`src/verilog/sleep_power_reset_defs.vh`:
```
`ifndef SLEEP_POWER_RESET_DEFS_VH
`define SLEEP_POWER_RESET_DEFS_VH
// ----------------------------------------
// register byte addresses (printed offsets are indices, address is 4x)
// ----------------------------------------
`define IDX_PERIPHERAL_CLOCK_GATE 8'h35
`define IDX_SLEEP_CONTROL         8'h3a
`define IDX_SUPPLY_MONITOR        8'h3b
`define IDX_RESET_STATUS          8'h3c
`define ADDR_PERIPHERAL_CLOCK_GATE 12'h0d4
`define ADDR_SLEEP_CONTROL         12'h0e8
`define ADDR_SUPPLY_MONITOR        12'h0ec
`define ADDR_RESET_STATUS          12'h0f0
// ----------------------------------------
// field positions
// ----------------------------------------
`define SE_BIT        0
`define SM_LSB        1
`define SM_MSB        3
`define PR_TIMER_BIT  0
`define PR_CONV_BIT   1
`define PR_SERIAL_BIT 2
`define VLM_LVL_LSB   0
`define VLM_LVL_MSB   2
`define VLM_IE_BIT    3
`define VLM_RST_BIT   4
`define VLM_FLAG_BIT  7
`define RS_POR_BIT    0
`define RS_EXT_BIT    1
`define RS_WDT_BIT    2
`define RS_VLM_BIT    3
// ----------------------------------------
// reset values and encodings
// ----------------------------------------
`define SLEEP_CONTROL_RESET 8'h00
`define CLOCK_GATE_RESET    8'h00
`define MONITOR_RESET       8'h00
`define SM_IDLE      3'h0
`define SM_NOISE_RED 3'h1
`define SM_POWERDOWN 3'h2
`define SM_STANDBY   3'h4
// ----------------------------------------
// timing
// ----------------------------------------
`define CLK_PERIOD_NS    50
`define EXT_MIN_PULSE_NS 2500
`define WAKE_HALT_CYCLES 4
`endif

```
`src/verilog/sleep_power_reset_control.v`:
```
// Register access over APB was left to the implementer.
`timescale 1ns/1ns
`include "sleep_power_reset_defs.vh"
module sleep_power_reset_control
#(
  parameter TIMEOUT_CYCLES = 1310720,
  parameter STARTUP_CYCLES = 16
)
(
  input  wire        pclk,
  input  wire        presetn,
  input  wire        psel,
  input  wire        penable,
  input  wire        pwrite,
  input  wire [11:0] paddr,
  input  wire [31:0] pwdata,
  output reg  [31:0] prdata,
  output wire        pready,
  output wire        pslverr,
  input  wire        por_active_n,
  input  wire        supply_below_level,
  input  wire        external_reset_n,
  input  wire        external_reset_disable_fuse,
  input  wire        watchdog_timeout,
  input  wire        watchdog_reset_mode,
  input  wire        sleep_instruction,
  input  wire        wake_interrupt,
  output wire        port_reset_n,
  output wire        core_reset_n,
  output wire        reset_vector_fetch,
  output wire        cpu_halt,
  output reg  [2:0]  sleep_mode_active,
  output reg         sleeping,
  output wire        serial_clock_en,
  output wire        converter_enable,
  output wire        comparator_mux_allow,
  output wire        timer_clock_en,
  output wire        supply_low_irq
);
  // ----------------------------------------
  // derived timing
  // ----------------------------------------
  localparam [31:0] EXT_MIN_CYCLES = (`EXT_MIN_PULSE_NS + `CLK_PERIOD_NS - 1) / `CLK_PERIOD_NS;
  localparam [6:0]  EXT_MIN_C      = EXT_MIN_CYCLES[6:0];
  localparam [31:0] TOUT_C = TIMEOUT_CYCLES;
  localparam [31:0] HALT_C = STARTUP_CYCLES + `WAKE_HALT_CYCLES;
  // states of the sleep controller
  localparam [1:0] ST_RUN   = 2'b00;
  localparam [1:0] ST_SLEEP = 2'b01;
  localparam [1:0] ST_WAKE  = 2'b10;

  reg  [7:0]  sleep_control_q;
  reg  [7:0]  peripheral_clock_gate_q;
  reg  [7:0]  supply_monitor_ctrl_status_q;
  reg  [3:0]  reset_cause_q;
  reg         por_s1_q, por_s2_q;
  reg         ext_s1_q, ext_s2_q;
  reg         sup_s1_q, sup_s2_q;
  reg         wdt_s1_q, wdt_s2_q, wdt_s3_q;
  reg         wdt_mode_s1_q, wdt_mode_s2_q;
  reg  [6:0]  ext_low_cnt_q;
  reg         ext_hold_q;
  reg         wdt_pulse_q;
  reg  [31:0] delay_cnt_q;
  reg         stretch_q;
  reg         stretch_d1_q;
  reg  [1:0]  state_q;
  reg  [31:0] halt_cnt_q;
  reg         por_seen_q;
  wire        wr;
  wire        rd;
  wire        any_source;
  wire        vlm_reset;
  wire        ext_reset;
  wire        async_rst_n;
  wire        supply_low_s;
  wire [3:0]  cause_set;

  // ----------------------------------------
  // reset source combination
  // ----------------------------------------
  // asynchronous path: power-on and the raw pin act without a clock
  assign async_rst_n = presetn & por_active_n &
                       (external_reset_n | external_reset_disable_fuse);
  assign supply_low_s = sup_s2_q;
  assign vlm_reset    = supply_low_s & supply_monitor_ctrl_status_q[`VLM_RST_BIT];
  assign ext_reset    = ext_hold_q & ~external_reset_disable_fuse;
  assign any_source   = ~por_s2_q | vlm_reset | ext_reset | wdt_pulse_q;
  assign port_reset_n = async_rst_n & ~any_source;
  assign core_reset_n = port_reset_n & ~stretch_q;
  // one-cycle fetch strobe, only when the core really leaves reset
  assign reset_vector_fetch = stretch_d1_q & core_reset_n;
  // reset causes seen this cycle; a restored supply marks power-on
  assign cause_set[`RS_POR_BIT] = por_s2_q & por_seen_q;
  assign cause_set[`RS_EXT_BIT] = ext_reset;
  assign cause_set[`RS_WDT_BIT] = wdt_pulse_q;
  assign cause_set[`RS_VLM_BIT] = vlm_reset;

  // input synchronisers; first stage read only by second
  always @(posedge pclk or negedge presetn)
  begin
    if (!presetn)
    begin
      por_s1_q <= 1'b0;
      por_s2_q <= 1'b0;
      ext_s1_q <= 1'b1;
      ext_s2_q <= 1'b1;
      sup_s1_q <= 1'b0;
      sup_s2_q <= 1'b0;
      wdt_s1_q <= 1'b0;
      wdt_s2_q <= 1'b0;
      wdt_s3_q <= 1'b0;
      wdt_mode_s1_q <= 1'b0;
      wdt_mode_s2_q <= 1'b0;
    end
    else
    begin
      por_s1_q <= por_active_n;
      por_s2_q <= por_s1_q;
      ext_s1_q <= external_reset_n;
      ext_s2_q <= ext_s1_q;
      sup_s1_q <= supply_below_level;
      sup_s2_q <= sup_s1_q;
      wdt_s1_q      <= watchdog_timeout;
      wdt_s2_q      <= wdt_s1_q;
      wdt_mode_s1_q <= watchdog_reset_mode;
      wdt_mode_s2_q <= wdt_mode_s1_q;
      wdt_s3_q      <= wdt_s2_q & wdt_mode_s2_q;
    end
  end

  // external filter and watchdog one-cycle pulse
  always @(posedge pclk or negedge presetn)
  begin
    if (!presetn)
    begin
      ext_low_cnt_q <= 7'h00;
      ext_hold_q    <= 1'b0;
      wdt_pulse_q   <= 1'b0;
    end
    else
    begin
      wdt_pulse_q <= wdt_s2_q & wdt_mode_s2_q & ~wdt_s3_q;
      if (ext_s2_q)
      begin
        ext_low_cnt_q <= 7'h00;
        ext_hold_q    <= 1'b0;
      end
      else if (ext_low_cnt_q < EXT_MIN_C)
        ext_low_cnt_q <= ext_low_cnt_q + 7'h01;
      else
        ext_hold_q <= 1'b1;
    end
  end

  // ----------------------------------------
  // delay counter
  // ----------------------------------------
  // restarts while any source holds; runs only after all go inactive
  always @(posedge pclk or negedge async_rst_n)
  begin
    if (!async_rst_n)
    begin
      delay_cnt_q  <= 32'h0;
      stretch_q    <= 1'b1;
      stretch_d1_q <= 1'b1;
    end
    else
    begin
      stretch_d1_q <= stretch_q;
      if (any_source)
      begin
        delay_cnt_q <= 32'h0;
        stretch_q   <= 1'b1;
      end
      else if (stretch_q)
      begin
        if (delay_cnt_q >= TOUT_C - 32'h1)
          stretch_q <= 1'b0;
        else
          delay_cnt_q <= delay_cnt_q + 32'h1;
      end
    end
  end

  // power-on flag survives the stretch; set once supply is back
  always @(posedge pclk or negedge presetn)
  begin
    if (!presetn)
    begin
      por_seen_q    <= 1'b0;
      reset_cause_q <= 4'h0;
    end
    else
    begin
      if (!por_s2_q)
        por_seen_q <= 1'b1;
      else if (por_seen_q)
        por_seen_q <= 1'b0;
      // a new cause and a clearing write in one cycle: the cause wins
      if (wr && paddr == `ADDR_RESET_STATUS)
        reset_cause_q <= (reset_cause_q & ~pwdata[3:0]) | cause_set;
      else
        reset_cause_q <= reset_cause_q | cause_set;
    end
  end

  // ----------------------------------------
  // apb slave
  // ----------------------------------------
  assign pready  = 1'b1;
  assign wr      = psel & penable & pwrite;
  assign rd      = psel & ~pwrite;
  assign pslverr = psel & penable &
                   (paddr != `ADDR_SLEEP_CONTROL) & (paddr != `ADDR_PERIPHERAL_CLOCK_GATE) &
                   (paddr != `ADDR_SUPPLY_MONITOR) & (paddr != `ADDR_RESET_STATUS);

  // registers return to initial values while the core is held
  always @(posedge pclk or negedge core_reset_n)
  begin
    if (!core_reset_n)
    begin
      sleep_control_q              <= `SLEEP_CONTROL_RESET;
      peripheral_clock_gate_q      <= `CLOCK_GATE_RESET;
    end
    else
    begin
      if (wr && paddr == `ADDR_SLEEP_CONTROL)
        sleep_control_q <= {4'h0, pwdata[3:0]};
      if (wr && paddr == `ADDR_PERIPHERAL_CLOCK_GATE)
        peripheral_clock_gate_q <= {5'h00, pwdata[2:0]};
    end
  end

  // monitor setup is cleared by presetn, power-on and the pin only: were it
  // cleared by the reset it raises, that reset would drop its own cause
  always @(posedge pclk or negedge async_rst_n)
  begin
    if (!async_rst_n)
      supply_monitor_ctrl_status_q <= `MONITOR_RESET;
    else
    begin
      // flag: set while the supply is low, cleared as soon as the level recovers; a write cannot clear it while low
      if (supply_low_s)
        supply_monitor_ctrl_status_q[`VLM_FLAG_BIT] <= 1'b1;
      else
        supply_monitor_ctrl_status_q[`VLM_FLAG_BIT] <= 1'b0;
      if (wr && core_reset_n && paddr == `ADDR_SUPPLY_MONITOR)
      begin
        supply_monitor_ctrl_status_q[6:0] <= {2'h0, pwdata[4:0]};
        if (!supply_low_s && (!pwdata[`VLM_FLAG_BIT] ||
            pwdata[2:0] != supply_monitor_ctrl_status_q[2:0]))
          supply_monitor_ctrl_status_q[`VLM_FLAG_BIT] <= 1'b0;
      end
    end
  end

  // read mux, registered data
  always @(posedge pclk or negedge presetn)
  begin
    if (!presetn)
      prdata <= 32'h0;
    else if (rd && !penable)
    begin
      case (paddr)
        `ADDR_SLEEP_CONTROL:         prdata <= {24'h0, sleep_control_q};
        `ADDR_PERIPHERAL_CLOCK_GATE: prdata <= {24'h0, peripheral_clock_gate_q};
        `ADDR_SUPPLY_MONITOR:        prdata <= {24'h0, supply_monitor_ctrl_status_q};
        `ADDR_RESET_STATUS:          prdata <= {28'h0, reset_cause_q};
        default:                     prdata <= 32'h0;
      endcase
    end
  end

  // ----------------------------------------
  // peripheral gating
  // ----------------------------------------
  // gated blocks keep their state; the clock simply stops
  assign serial_clock_en      = ~peripheral_clock_gate_q[`PR_SERIAL_BIT];
  assign converter_enable     = ~peripheral_clock_gate_q[`PR_CONV_BIT];
  assign comparator_mux_allow = ~peripheral_clock_gate_q[`PR_CONV_BIT];
  assign timer_clock_en       = ~peripheral_clock_gate_q[`PR_TIMER_BIT];
  assign supply_low_irq = supply_monitor_ctrl_status_q[`VLM_FLAG_BIT] &
                          supply_monitor_ctrl_status_q[`VLM_IE_BIT] &
                          ~supply_monitor_ctrl_status_q[`VLM_RST_BIT];

  // ----------------------------------------
  // sleep controller
  // ----------------------------------------
  assign cpu_halt = (state_q != ST_RUN);
  always @(posedge pclk or negedge core_reset_n)
  begin
    if (!core_reset_n)
    begin
      state_q           <= ST_RUN;
      halt_cnt_q        <= 32'h0;
      sleeping          <= 1'b0;
      sleep_mode_active <= `SM_IDLE;
    end
    else
    begin
      case (state_q)
        ST_RUN:
        begin
          // reserved codes are not entered
          if (sleep_instruction && sleep_control_q[`SE_BIT] &&
              (sleep_control_q[3:1] == `SM_IDLE || sleep_control_q[3:1] == `SM_NOISE_RED ||
               sleep_control_q[3:1] == `SM_POWERDOWN || sleep_control_q[3:1] == `SM_STANDBY))
          begin
            state_q           <= ST_SLEEP;
            sleeping          <= 1'b1;
            sleep_mode_active <= sleep_control_q[`SM_MSB:`SM_LSB];
          end
        end
        ST_SLEEP:
        begin
          if (wake_interrupt)
          begin
            state_q    <= ST_WAKE;
            sleeping   <= 1'b0;
            halt_cnt_q <= 32'h0;
          end
        end
        ST_WAKE:
        begin
          if (halt_cnt_q >= HALT_C - 32'h1)
            state_q <= ST_RUN;
          else
            halt_cnt_q <= halt_cnt_q + 32'h1;
        end
        default:
          state_q <= ST_RUN;
      endcase
    end
  end
endmodule // sleep_power_reset_control

```
`config.mk`:
```
export PLATFORM = sky130hd
export DESIGN_NAME = sleep_power_reset_control
export DESIGN_NICKNAME = d
export VERILOG_FILES = /design/src/verilog/sleep_power_reset_control.v
export VERILOG_INCLUDE_DIRS = /design/src /design/src/verilog
export SDC_FILE = /design/constraint.sdc
export NUM_CORES = 1
export LEC_CHECK = 0
export BUFFER_PORTS_ARGS = -buffer_cell sky130_fd_sc_hd__buf_2
export CAP_MARGIN = 15
export CORE_MARGIN = 1
export CORE_UTILIZATION = 40
export DETAILED_ROUTE_END_ITERATION = 10
export SETUP_SLACK_MARGIN = 0.15
export SKIP_LAST_GASP = 1
export SYNTH_ARGS = -nofsm -noshare
export SYNTH_HDL_FRONTEND = slang
export SYNTH_SLANG_ARGS = --single-unit
```
`constraint.sdc`:
```
create_clock -name pclk -period 6.4 [get_ports pclk]
set_clock_uncertainty 0.15 [all_clocks]
set_input_delay 0.64 -clock pclk [delete_from_list [all_inputs] [get_ports pclk]]
set_output_delay 0.64 -clock pclk [all_outputs]
set_load 0.005 [all_outputs]
```
### Yosys cells after proc, flatten, opt, wreduce, memory -nomap -nowiden

Index checks and enable logic that the tools add are counted.

| word-level totals | value |
|---|---|
| output and inout bits | 47 |
| bits of input ports | 57 |
| bits in registers | 142 |
| logic and storage cells | 145 |

| operators by class | value |
|---|---|
| bitwise gates (word level) | 37 |
| add/sub/neg operators | 3 |
| $lt $le $gt $ge | 3 |
| equal/unequal tests | 20 |
| reduce and logical (&&, ||, !) cells | 28 |
| muxes and demuxes | 26 |

Operators by type and width:

| kind | number |
|---|---|
| 32-bit two-way mux | 5 |
| 32-bit by 1-bit adder with 32-bit output (second input constant) | 2 |
| 32-bit one-hot mux with 2 select lines | 1 |
| 12-bit by 8-bit equality test with 1-bit output (second input constant) | 4 |
| 12-bit by 8-bit != test with 1-bit output (second input constant) | 4 |
| 32-bit by 21-bit greater-or-equal comparator with 1-bit output (second input constant) | 1 |
| 32-bit by 5-bit greater-or-equal comparator with 1-bit output (second input constant) | 1 |
| 8-bit one-hot mux with 4 select lines | 1 |
| 1-bit AND | 19 |
| 7-bit two-way mux | 2 |
| 2-bit != test (second input constant) | 6 |
| 1-bit two-way mux | 10 |
| 1-bit NOT | 10 |
| 2-bit nonzero test | 5 |
| 1-bit logical AND | 9 |
| 3-bit AND reduction | 3 |
| 8-bit two-way mux | 1 |
| 4-bit OR | 2 |
| 7-bit by 1-bit adder with 7-bit output (second input constant) | 1 |
| 7-bit by 6-bit < comparator with 1-bit output (second input constant) | 1 |
| 2-bit two-way mux | 3 |
| 2-bit one-hot mux with 3 select lines | 1 |
| 4-bit AND | 1 |
| 1-bit logical OR | 4 |
| other kinds (14) | 20 |

### Longest topological paths before layout

Gate-level depths: netlist of the first run.

| depth | value |
|---|---|
| word-level depth | 10 |
| mapped depth | 7 |
| depth with buffers taken out | 6 |

### Least setup slack after synthesis of the first run

No wires, ideal clock.

| timing path | value |
|---|---|
| kind | in2reg |
| start | input external_reset_disable_fuse |
| end | register supply_monitor_ctrl_status_q[0] |
| slack | 0.624 ns |
| arrival | 5.501 ns |
| setup time | 0.125 ns |
| required time | 6.125 ns |
| cell stages on the path | 5 |
| path buffers | 0 |
| cells stage by stage | nand2b_1 -> nand4b_1 -> nor3_1 -> nor4b_2 -> mux2_2 |

| on the way | value |
|---|---|
| longest elaborated chain between the ends | 9 |
| elaborated cells between the ends (all ways) | 11 |
| those cells by class | 9 x bitwise; 2 x reduce/logical |

Ends and longest elaborated chain:

| element | RTL line | text |
|---|---|---|
| start: declaration | sleep_power_reset_control.v:23 | `input wire external_reset_disable_fuse,` |
| 1-bit NOT | sleep_power_reset_control.v:87 | `assign ext_reset = ext_hold_q & ~external_reset_disable_fuse;` |
| 1-bit AND | sleep_power_reset_control.v:87 |  |
| 1-bit OR (2 in a row) | sleep_power_reset_control.v:88 | `assign any_source = ~por_s2_q \| vlm_reset \| ext_reset \| wdt_pulse_q;` |
| 1-bit NOT | sleep_power_reset_control.v:89 | `assign port_reset_n = async_rst_n & ~any_source;` |
| 1-bit AND * | sleep_power_reset_control.v:89 |  |
| 1-bit AND * | sleep_power_reset_control.v:90 | `assign core_reset_n = port_reset_n & ~stretch_q;` |
| via core_reset_n | sleep_power_reset_control.v:29 | `output wire core_reset_n,` |
| 1-bit logical AND * | sleep_power_reset_control.v:248 | `` if (wr && core_reset_n && paddr == `ADDR_SUPPLY_MONITOR) `` |
| 1-bit logical AND (no line) * | -- |  |
| end signal: assignment | sleep_power_reset_control.v:240 | `` supply_monitor_ctrl_status_q <= `MONITOR_RESET; `` |
| end signal: assignment | sleep_power_reset_control.v:250 | `supply_monitor_ctrl_status_q[6:0] <= {2'h0, pwdata[4:0]};` |
| end: declaration | sleep_power_reset_control.v:54 | `reg [7:0] supply_monitor_ctrl_status_q;` |

Mark *: on every way through the listed nets, which the timed path passes. The rest lies on a longest branch.
A chain may end at the register's enable or synchronous reset.

### Worst setup path in the final report of the first run

| timing path | value |
|---|---|
| start | register supply_monitor_ctrl_status_q[4] |
| end | output core_reset_n |

| on the way | value |
|---|---|
| longest elaborated chain between the ends | 7 |

Ends and longest elaborated chain:

| element | RTL line | text |
|---|---|---|
| 1-bit AND | sleep_power_reset_control.v:86 | `` assign vlm_reset = supply_low_s & supply_monitor_ctrl_status_q[`VLM_RST_BIT]; `` |
| 1-bit OR (3 in a row) | sleep_power_reset_control.v:88 |  |
| 1-bit NOT | sleep_power_reset_control.v:89 |  |
| 1-bit AND | sleep_power_reset_control.v:89 |  |
| 1-bit AND | sleep_power_reset_control.v:90 |  |
| end: declaration | sleep_power_reset_control.v:29 |  |

No other way between the ends.

==> summary.txt, run 1 <==
Outcome - complete, no violations
Mapped Cells - 458
Post-CTS Setup Repair Bufs - 0
CTS Hold Buffers Added - 0
EDFF count, synth - 0
Synth Area per Inst - 11.1 sq um
Vias in the first global route - 3382
RSZ-0062 raised after global routing - no
DR pass1 iterations - 4
Switching pwr - 0.422 mW
Root buf cell - clkbuf_16
Tightest Hold Check Type - input port to async pin
Cell area after layout - 5990 sq um
#FFs+latches synth - 116
Placed Area - 5400 sq um
CTS tree - built
F_max - 0.267 GHz
Final hold vios - 0
Diodes inserted - 0
Clock Latency Late Sink - 420 ps
Net Sw Frac - 23.5%
Worst EP arrival - 2950 ps
DP HPWL - 6.33 mm
Share of layout cells above drive strength 1 - 20.6%
Yosys warning total - 0
CTS Sinks - 116
Asr flop ratio synth - 100%
Clock power share - 51.3%
Antenna violations before repair - 0
Die X - 115 microns
Synth Flop Type - dfrtp_1
Most common cell in the netlist - dfrtp_1
Wire per inst - 13.5 microns
Die Ht - 115 microns
CTS H-tree depth - 4
Vias - 3440
Fin. max-slew vios - 0
Max_cap viols - 0
Sequential Power Share - 43.7%
Crit Path Max Fanout - 46
Total Wirelength - 9.36 mm
Starting Density - 41.8%
WS Path Type - flip-flop to output port
Post-route setup TNS - 0 ps
Clock Pin Slew Worst Setup and Hold Paths - 60 ps
Core area - 12200 sq um
GRT overflow - 0
First-pass GRT wire length - 16.0 mm
Leakage dissipation - 2.87 nW
# DRC - 0
Clock Tree Buf Depth - 2
Comb power frac - 5.0%
Final Setup Violations - 0
Post-route ant nets - 0
Post-Synthesis Cell Area - 5100 sq um
Power Internal - 1.37 mW
Min Clock Period, post-route - 3740 ps
Tcrit/Tclk final - 58.5%
Tot GR Track Use - 15.8%
Vias/cell - 4.97
Peak VDD IR - 0.168 mV
Largest net degree at the start of global routing - 47
Pwr Density - 299 nW/um^2
Number of CTS-inserted buffers - 17
Synth cell types - 53
Worst Path Required - 5610 ps
Placement Rows - 40
PortBufs - 49
Ports - 104
Top area cells in the synthesized netlist - dfrtp_1 (55%), and2_1 (5.2%), buf_4 (4.1%)
Post-synth top area cell - dfrtp_1
Post-CTS sizing - 0
Final net count - 571
Worst Setup End Kind - output port
Layout area overhead - 17.4%
Slew HR - 33.3%
Die Area - 13200 sq um
Startpoint Class - flip-flop
Register area share after synthesis - 57.0%
Placer Congestion - 0.783
Worst Max-Slew Pin Slew - 997 ps
First DRT Iteration DRCs - 155
Post-synth top area share - 55.0%
Fillers - 1110
Top cells by count, synth - dfrtp_1 (112), and2_1 (42), buf_4 (28), nand2_1 (28), nor2_1 (23)
## power groups by stage
stage / Combinational (mW) / Clock (mW) / Sequential, mW
finish: 0.0905 / 0.919 / 0.782
global route: 0.106 / 0.974 / 0.785
CTS: 0.0921 / 0.944 / 0.782
detailed placement: 0.0899 / 0 / 0.794
global placement: 0.0863 / 0 / 0.793
floorplan: 0.0723 / 0 / 0.788
## path summary, 6_finish.rpt
kind | start | endpoint | slack, ps | depth (start not counted)
worst min register to register | wdt_mode_s1_q | wdt_mode_s2_q | 200 | 0
worst max register to register | supply_monitor_ctrl_status_q[4] | supply_monitor_ctrl_status_q[4] | 3410 | 5
min in group pclk | supply_below_level | sup_s1_q | 180 | 1
worst min-delay path | presetn | prdata[1] | 120 | 1
worst max-delay path | supply_monitor_ctrl_status_q[4] | core_reset_n | 2660 | 5
max in group asynchronous | supply_monitor_ctrl_status_q[4] | halt_cnt_q[22] | 4010 | 4
## kinds of logic (layout without fill, tap and decap cells)
| family | count (synthesis) | count (layout) | synth area share (%) |
|---|---|---|---|
| adder cells (fa/ha/maj) | 4 | 4 | 0.933 |
| AND/OR/NAND/NOR | 184 | 184 | 21.5 |
| multiplexers | 20 | 20 | 4.20 |
| other | 2 | 27 | 0.147 |
| XOR/XNOR | 9 | 9 | 1.55 |
| flip-flops | 116 | 116 | 57.0 |
| buffers and inverters | 56 | 97 | 6.23 |
| AO/OA/AOI/OAI | 67 | 67 | 8.37 |
## metal layers
metal,part of all wire (%),track usage (%),vias to the layer above
met5,0,0,-
met4,1.3,6.75,0
met3,4.7,5.59,11
met2,44,23.9,87
met1,50,20.7,1668
li1,-,-,1674
## per-stage QoR
stage / instances / setup WS [ps] / util [%] / hold slack [ps] / total power, mW
finish: 692 / 2660 / 49.0 / 125 / 1.79
global route: 692 / 2270 / 49.0 / 162 / 1.87
CTS: 692 / 2540 / 49.0 / 126 / 1.82
detailed placement: 660 / 2670 / 44.2 / 190 / 0.884
global placement: 660 / 2710 / 44.2 / 182 / 0.880
floorplan: 483 / 624 / - / 181 / 0.860
## final cells by class
type / count / area [sq um] / share of cell area (%)
Clock inverter: 15 / 160 / 2.67
Inverter: 14 / 52.6 / 0.878
Clock buffer: 17 / 425 / 7.10
Sequential cell: 116 / 2910 / 48.6
Timing Repair Buffer: 51 / 260 / 4.35
Multi-Input combinational cell: 311 / 1970 / 32.9
Tap cell: 168 / 210 / 3.51
## state kept, by name (all words and copies together), names as in the netlist, 2 cells and up
| register | count |
|---|---|
| ext_low_cnt_q | 7 |
| delay_cnt_q | 32 |
| sleep_control_q | 4 |
| prdata | 6 |
| peripheral_clock_gate_q | 3 |
| reset_cause_q | 4 |
| supply_monitor_ctrl_status_q | 6 |
| state_q | 2 |
| sleep_mode_active | 3 |
| halt_cnt_q | 32 |
## worst max-delay path, stage by stage, from the launching register on
cell and delay (ps):
dfrtp_1 420, nand2_1 130, nand4b_1 730, nor3_2 460, buf_4 540, buf_2 220
## cell usage in the layout (no fill, tap or decap), types with 4 or more instances in the layout
cell and instances:
nand3_1 13, nor3_1 5, and2_1 42, dfrtp_1 112, a31oi_1 4, nor4_1 12, xor2_1 5, and3_1 5
nand2b_1 6, a21oi_1 17, inv_1 14, clkbuf_16 17, mux2_2 11, nor2b_1 4, buf_2 49, nor2_1 23
or3_1 10, clkinv_4 5, o31ai_1 6, o21ai_0 18, conb_1 27, xnor2_1 4, clkinvlp_4 5, mux2i_1 9
nand2_1 28, a32o_1 4, nand4_1 11, dfstp_2 4, or4_1 5
Power figures use the tool's default switching activity.
==> run 2, diff against run 1 <==
--- a/config.mk
+++ b/config.mk
@@ -6,6 +6,7 @@
 export SDC_FILE = /design/constraint.sdc
 export NUM_CORES = 1
 export LEC_CHECK = 0
+export ABC_AREA = 1
 export BUFFER_PORTS_ARGS = -buffer_cell sky130_fd_sc_hd__buf_2
 export CAP_MARGIN = 15
 export CORE_MARGIN = 1
==> constraint.sdc (replaced) <==
create_clock -name pclk -period 3.67 [get_ports pclk]
set_clock_uncertainty 0.15 [all_clocks]
set_input_delay 0.367 -clock pclk [delete_from_list [all_inputs] [get_ports pclk]]
set_output_delay 0.367 -clock pclk [all_outputs]
set_load 0.005 [all_outputs]
==> summary.txt, run 2 <==
WS Path Type - flip-flop to output port
Post-CTS sizing - 0
Most common cell in the netlist - nand2_1
Final Setup Violations - 0
Fin. max-slew vios - 0
Post-Synthesis Cell Area - 5600 sq um
CTS H-tree depth - 4
Top Usage Layer GRT - met2
Wire per inst - 11.7 microns
Ports - 104
Post-synth top area cell - dfrtp_1
Buf+Inv Stages, Crit Path - 1
Slew HR - 48.1%
# DRC - 0
Placement Rows - 42
Worst Max-Slew Pin Slew - 777 ps
EDFF count, synth - 0
Peak VDD IR - 0.328 mV
Most frequent cells in the layout - nand2_1 (179), nor2_1 (114), dfrtp_1 (112)
Min Clock Period, post-route - 2830 ps
Antenna violations before repair - 0
Clock Pin Slew Worst Setup and Hold Paths - 60 ps
Share of layout cells above drive strength 1 - 13.8%
Worst reg2reg startpoint - supply_monitor_ctrl_status_q[4]
Clock Latency Late Sink - 410 ps
Final hold vios - 0
DR pass1 iterations - 4
Worst EP arrival - 2310 ps
Hold Crit Depth - 3
Net Sw Frac - 24.4%
Synth cell types - 34
Die X - 120 microns
Tightest Hold Check Type - input port to flip-flop
Hold endpoint - peripheral_clock_gate_q[0]
Clock Tree Buf Depth - 2
Final Non-Filler Cells - 952
DP HPWL - 7.89 mm
Comb power frac - 4.0%
PortBufs - 49
Regs by FF count - delay_cnt_q x32, halt_cnt_q x32, ext_low_cnt_q x7
Placer Congestion - 0.880
Critical path, cell by cell - nand2_1 -> nand4_2 -> nor3_4 -> and2_1 -> buf_2
Post-synthesis compound-gate area fraction - 3.42%
#FFs+latches synth - 116
Most common cell after layout, fill and taps aside - nand2_1
Sequential Power Share - 44.4%
Tcrit/Tclk final - 77.0%
Adder-Cell Fraction of Synth Area - 0.670%
Vias - 4471
GRT met3 Usage - 4.67%
Final Power - 2.96 mW
Outcome - complete, no violations
Register area share after synthesis - 51.9%
Largest family of logic cells by synthesized area - simple AND/OR/NAND/NOR gates
Post-route ant nets - 0
First DRT Iteration DRCs - 347
RSZ-0062 raised after global routing - no
Setup WS post-layout - 843 ps
Cell area after layout - 6550 sq um
Die Ht - 120 microns
Largest net degree at the start of global routing - 39
Startpoint Class - flip-flop
Max stage delay on crit path - 610 ps
Vias/cell - 4.70
Post-route setup TNS - 0 ps
Yosys warning total - 0
F_max - 0.354 GHz
CTS Hold Buffers Added - 7
Top cells by count, synth - nand2_1 (179), nor2_1 (114), dfrtp_1 (112)
Mux contribution to synthesized area - 0%
Core area - 13500 sq um
CTS Sinks - 116
Root buf cell - clkbuf_16
Max_cap viols - 0
Number of CTS-inserted buffers - 17
Worst R2R End - delay_cnt_q[4]
Layout area overhead - 16.8%
Starting Density - 41.6%
First-pass GRT wire length - 19.6 mm
Tot GR Track Use - 17.1%
Power Internal - 2.24 mW
Worst Setup End Kind - output port
Total Wirelength - 11.2 mm
Synth Area per Inst - 8.02 sq um
Die Area - 14500 sq um
Worst Path Required - 3150 ps
Synth Flop Type - dfrtp_1
Diodes inserted - 0
Post-Synth XOR/XNOR Area - 2.34%
Leakage dissipation - 3.33 nW
Mapped Cells - 699
Worst R2R Path Depth - 6
Placed Area - 5910 sq um
Dpl ws - 1140 ps
Asr flop ratio synth - 100%
DP Cell Count - 913
Slowest cell on crit path - nor3_4
Critical path's top delay family - simple AND/OR/NAND/NOR gates
Crit Path Max Fanout - 17
Top area cells in the synthesized netlist - dfrtp_1 (50%), nand2_1 (12%), nor2_1 (7.6%)
Vias in the first global route - 4448
Worst Hold Launch - pwdata[0]
Post-synth top area share - 50.0%
Post-synthesis simple-gate area fraction - 30.1%
Grt met2 use - 27.8%
Pwr Density - 452 nW/um^2
GRT overflow - 0
CTS tree - built
Met1 usage - 21.5%
Reg2Reg Setup Slack - 1170 ps
Final net count - 823
Clock power share - 51.5%
Switching pwr - 0.721 mW
Post-CTS Setup Repair Bufs - 0
run 2: changes by cell type in the layout (fill, tap and decap cells not counted), sizes merged, moves of 14 or more:
cell | before | now
and2 | 43 | 1
nand2 | 28 | 183
nor4 | 14 | 0
nand3 | 15 | 67
a21oi | 17 | 3
nor2 | 23 | 119
inv | 15 | 98
run 2: cell type report:
cell class,instances,area (sq um)
clock buffer,18,439
sequential,116,2910
multi-input combinational,474,2150
inverter,93,349
clock inverter,14,123
timing repair buffer,61,353
fill,1318,6910
tap,176,220
run 2: layer usage:
layer / wire (microns) / share of wire [%]
met5: 0 / 0
met4: 169 / 1.5
met3: 463 / 4.1
met2: 5210 / 47
met1: 5320 / 48
run 2: through the flow:
stage	hold WS [ps]	utilization (%)
2_1_floorplan	-78.6	-
3_3_place_gp	184	44.0
3_5_place_dp	188	44.0
4_1_cts	32.1	48.7
5_1_grt	50.0	48.7
6_report	43.5	48.7
run 2: worst reg2reg max path, cell delays in order (launching register included):
cell     delay [ps]
dfrtp_1         410
nand2_1         110
nand4_2         420
inv_1           780
nand2_4         310
nand2_1         150
nand2_1          60
run 2: cells by family after synthesis:
| family | Yosys count |
|---|---|
| simple gates | 393 |
| buf+inv | 134 |
| flops | 116 |
| compound gates | 36 |
| xor+xnor | 15 |
| fa+ha+maj | 3 |
| other cells | 2 |
run 2: worst max-delay path by stage:
stage,slack (ps),cells past startpoint,from,end
5_1_grt,680,5,supply_monitor_ctrl_status_q[4],reset_vector_fetch
2_1_floorplan,900,5,supply_monitor_ctrl_status_q[4],supply_monitor_ctrl_status_q[2]
3_3_place_gp,1170,8,external_reset_disable_fuse,delay_cnt_q[11]
3_5_place_dp,1140,8,external_reset_disable_fuse,delay_cnt_q[18]
6_report,840,5,supply_monitor_ctrl_status_q[4],reset_vector_fetch
4_1_cts,800,5,supply_monitor_ctrl_status_q[4],reset_vector_fetch
run 2: power by group through the flow:
stage | logic, mW | clock network, mW | registers [mW]
after global placement | 0.110 | 0 | 1.33
after floorplan | 0.0900 | 0 | 1.33
after detailed placement | 0.114 | 0 | 1.34
after CTS | 0.120 | 1.56 | 1.31
final | 0.119 | 1.52 | 1.31
after global routing | 0.138 | 1.62 | 1.32
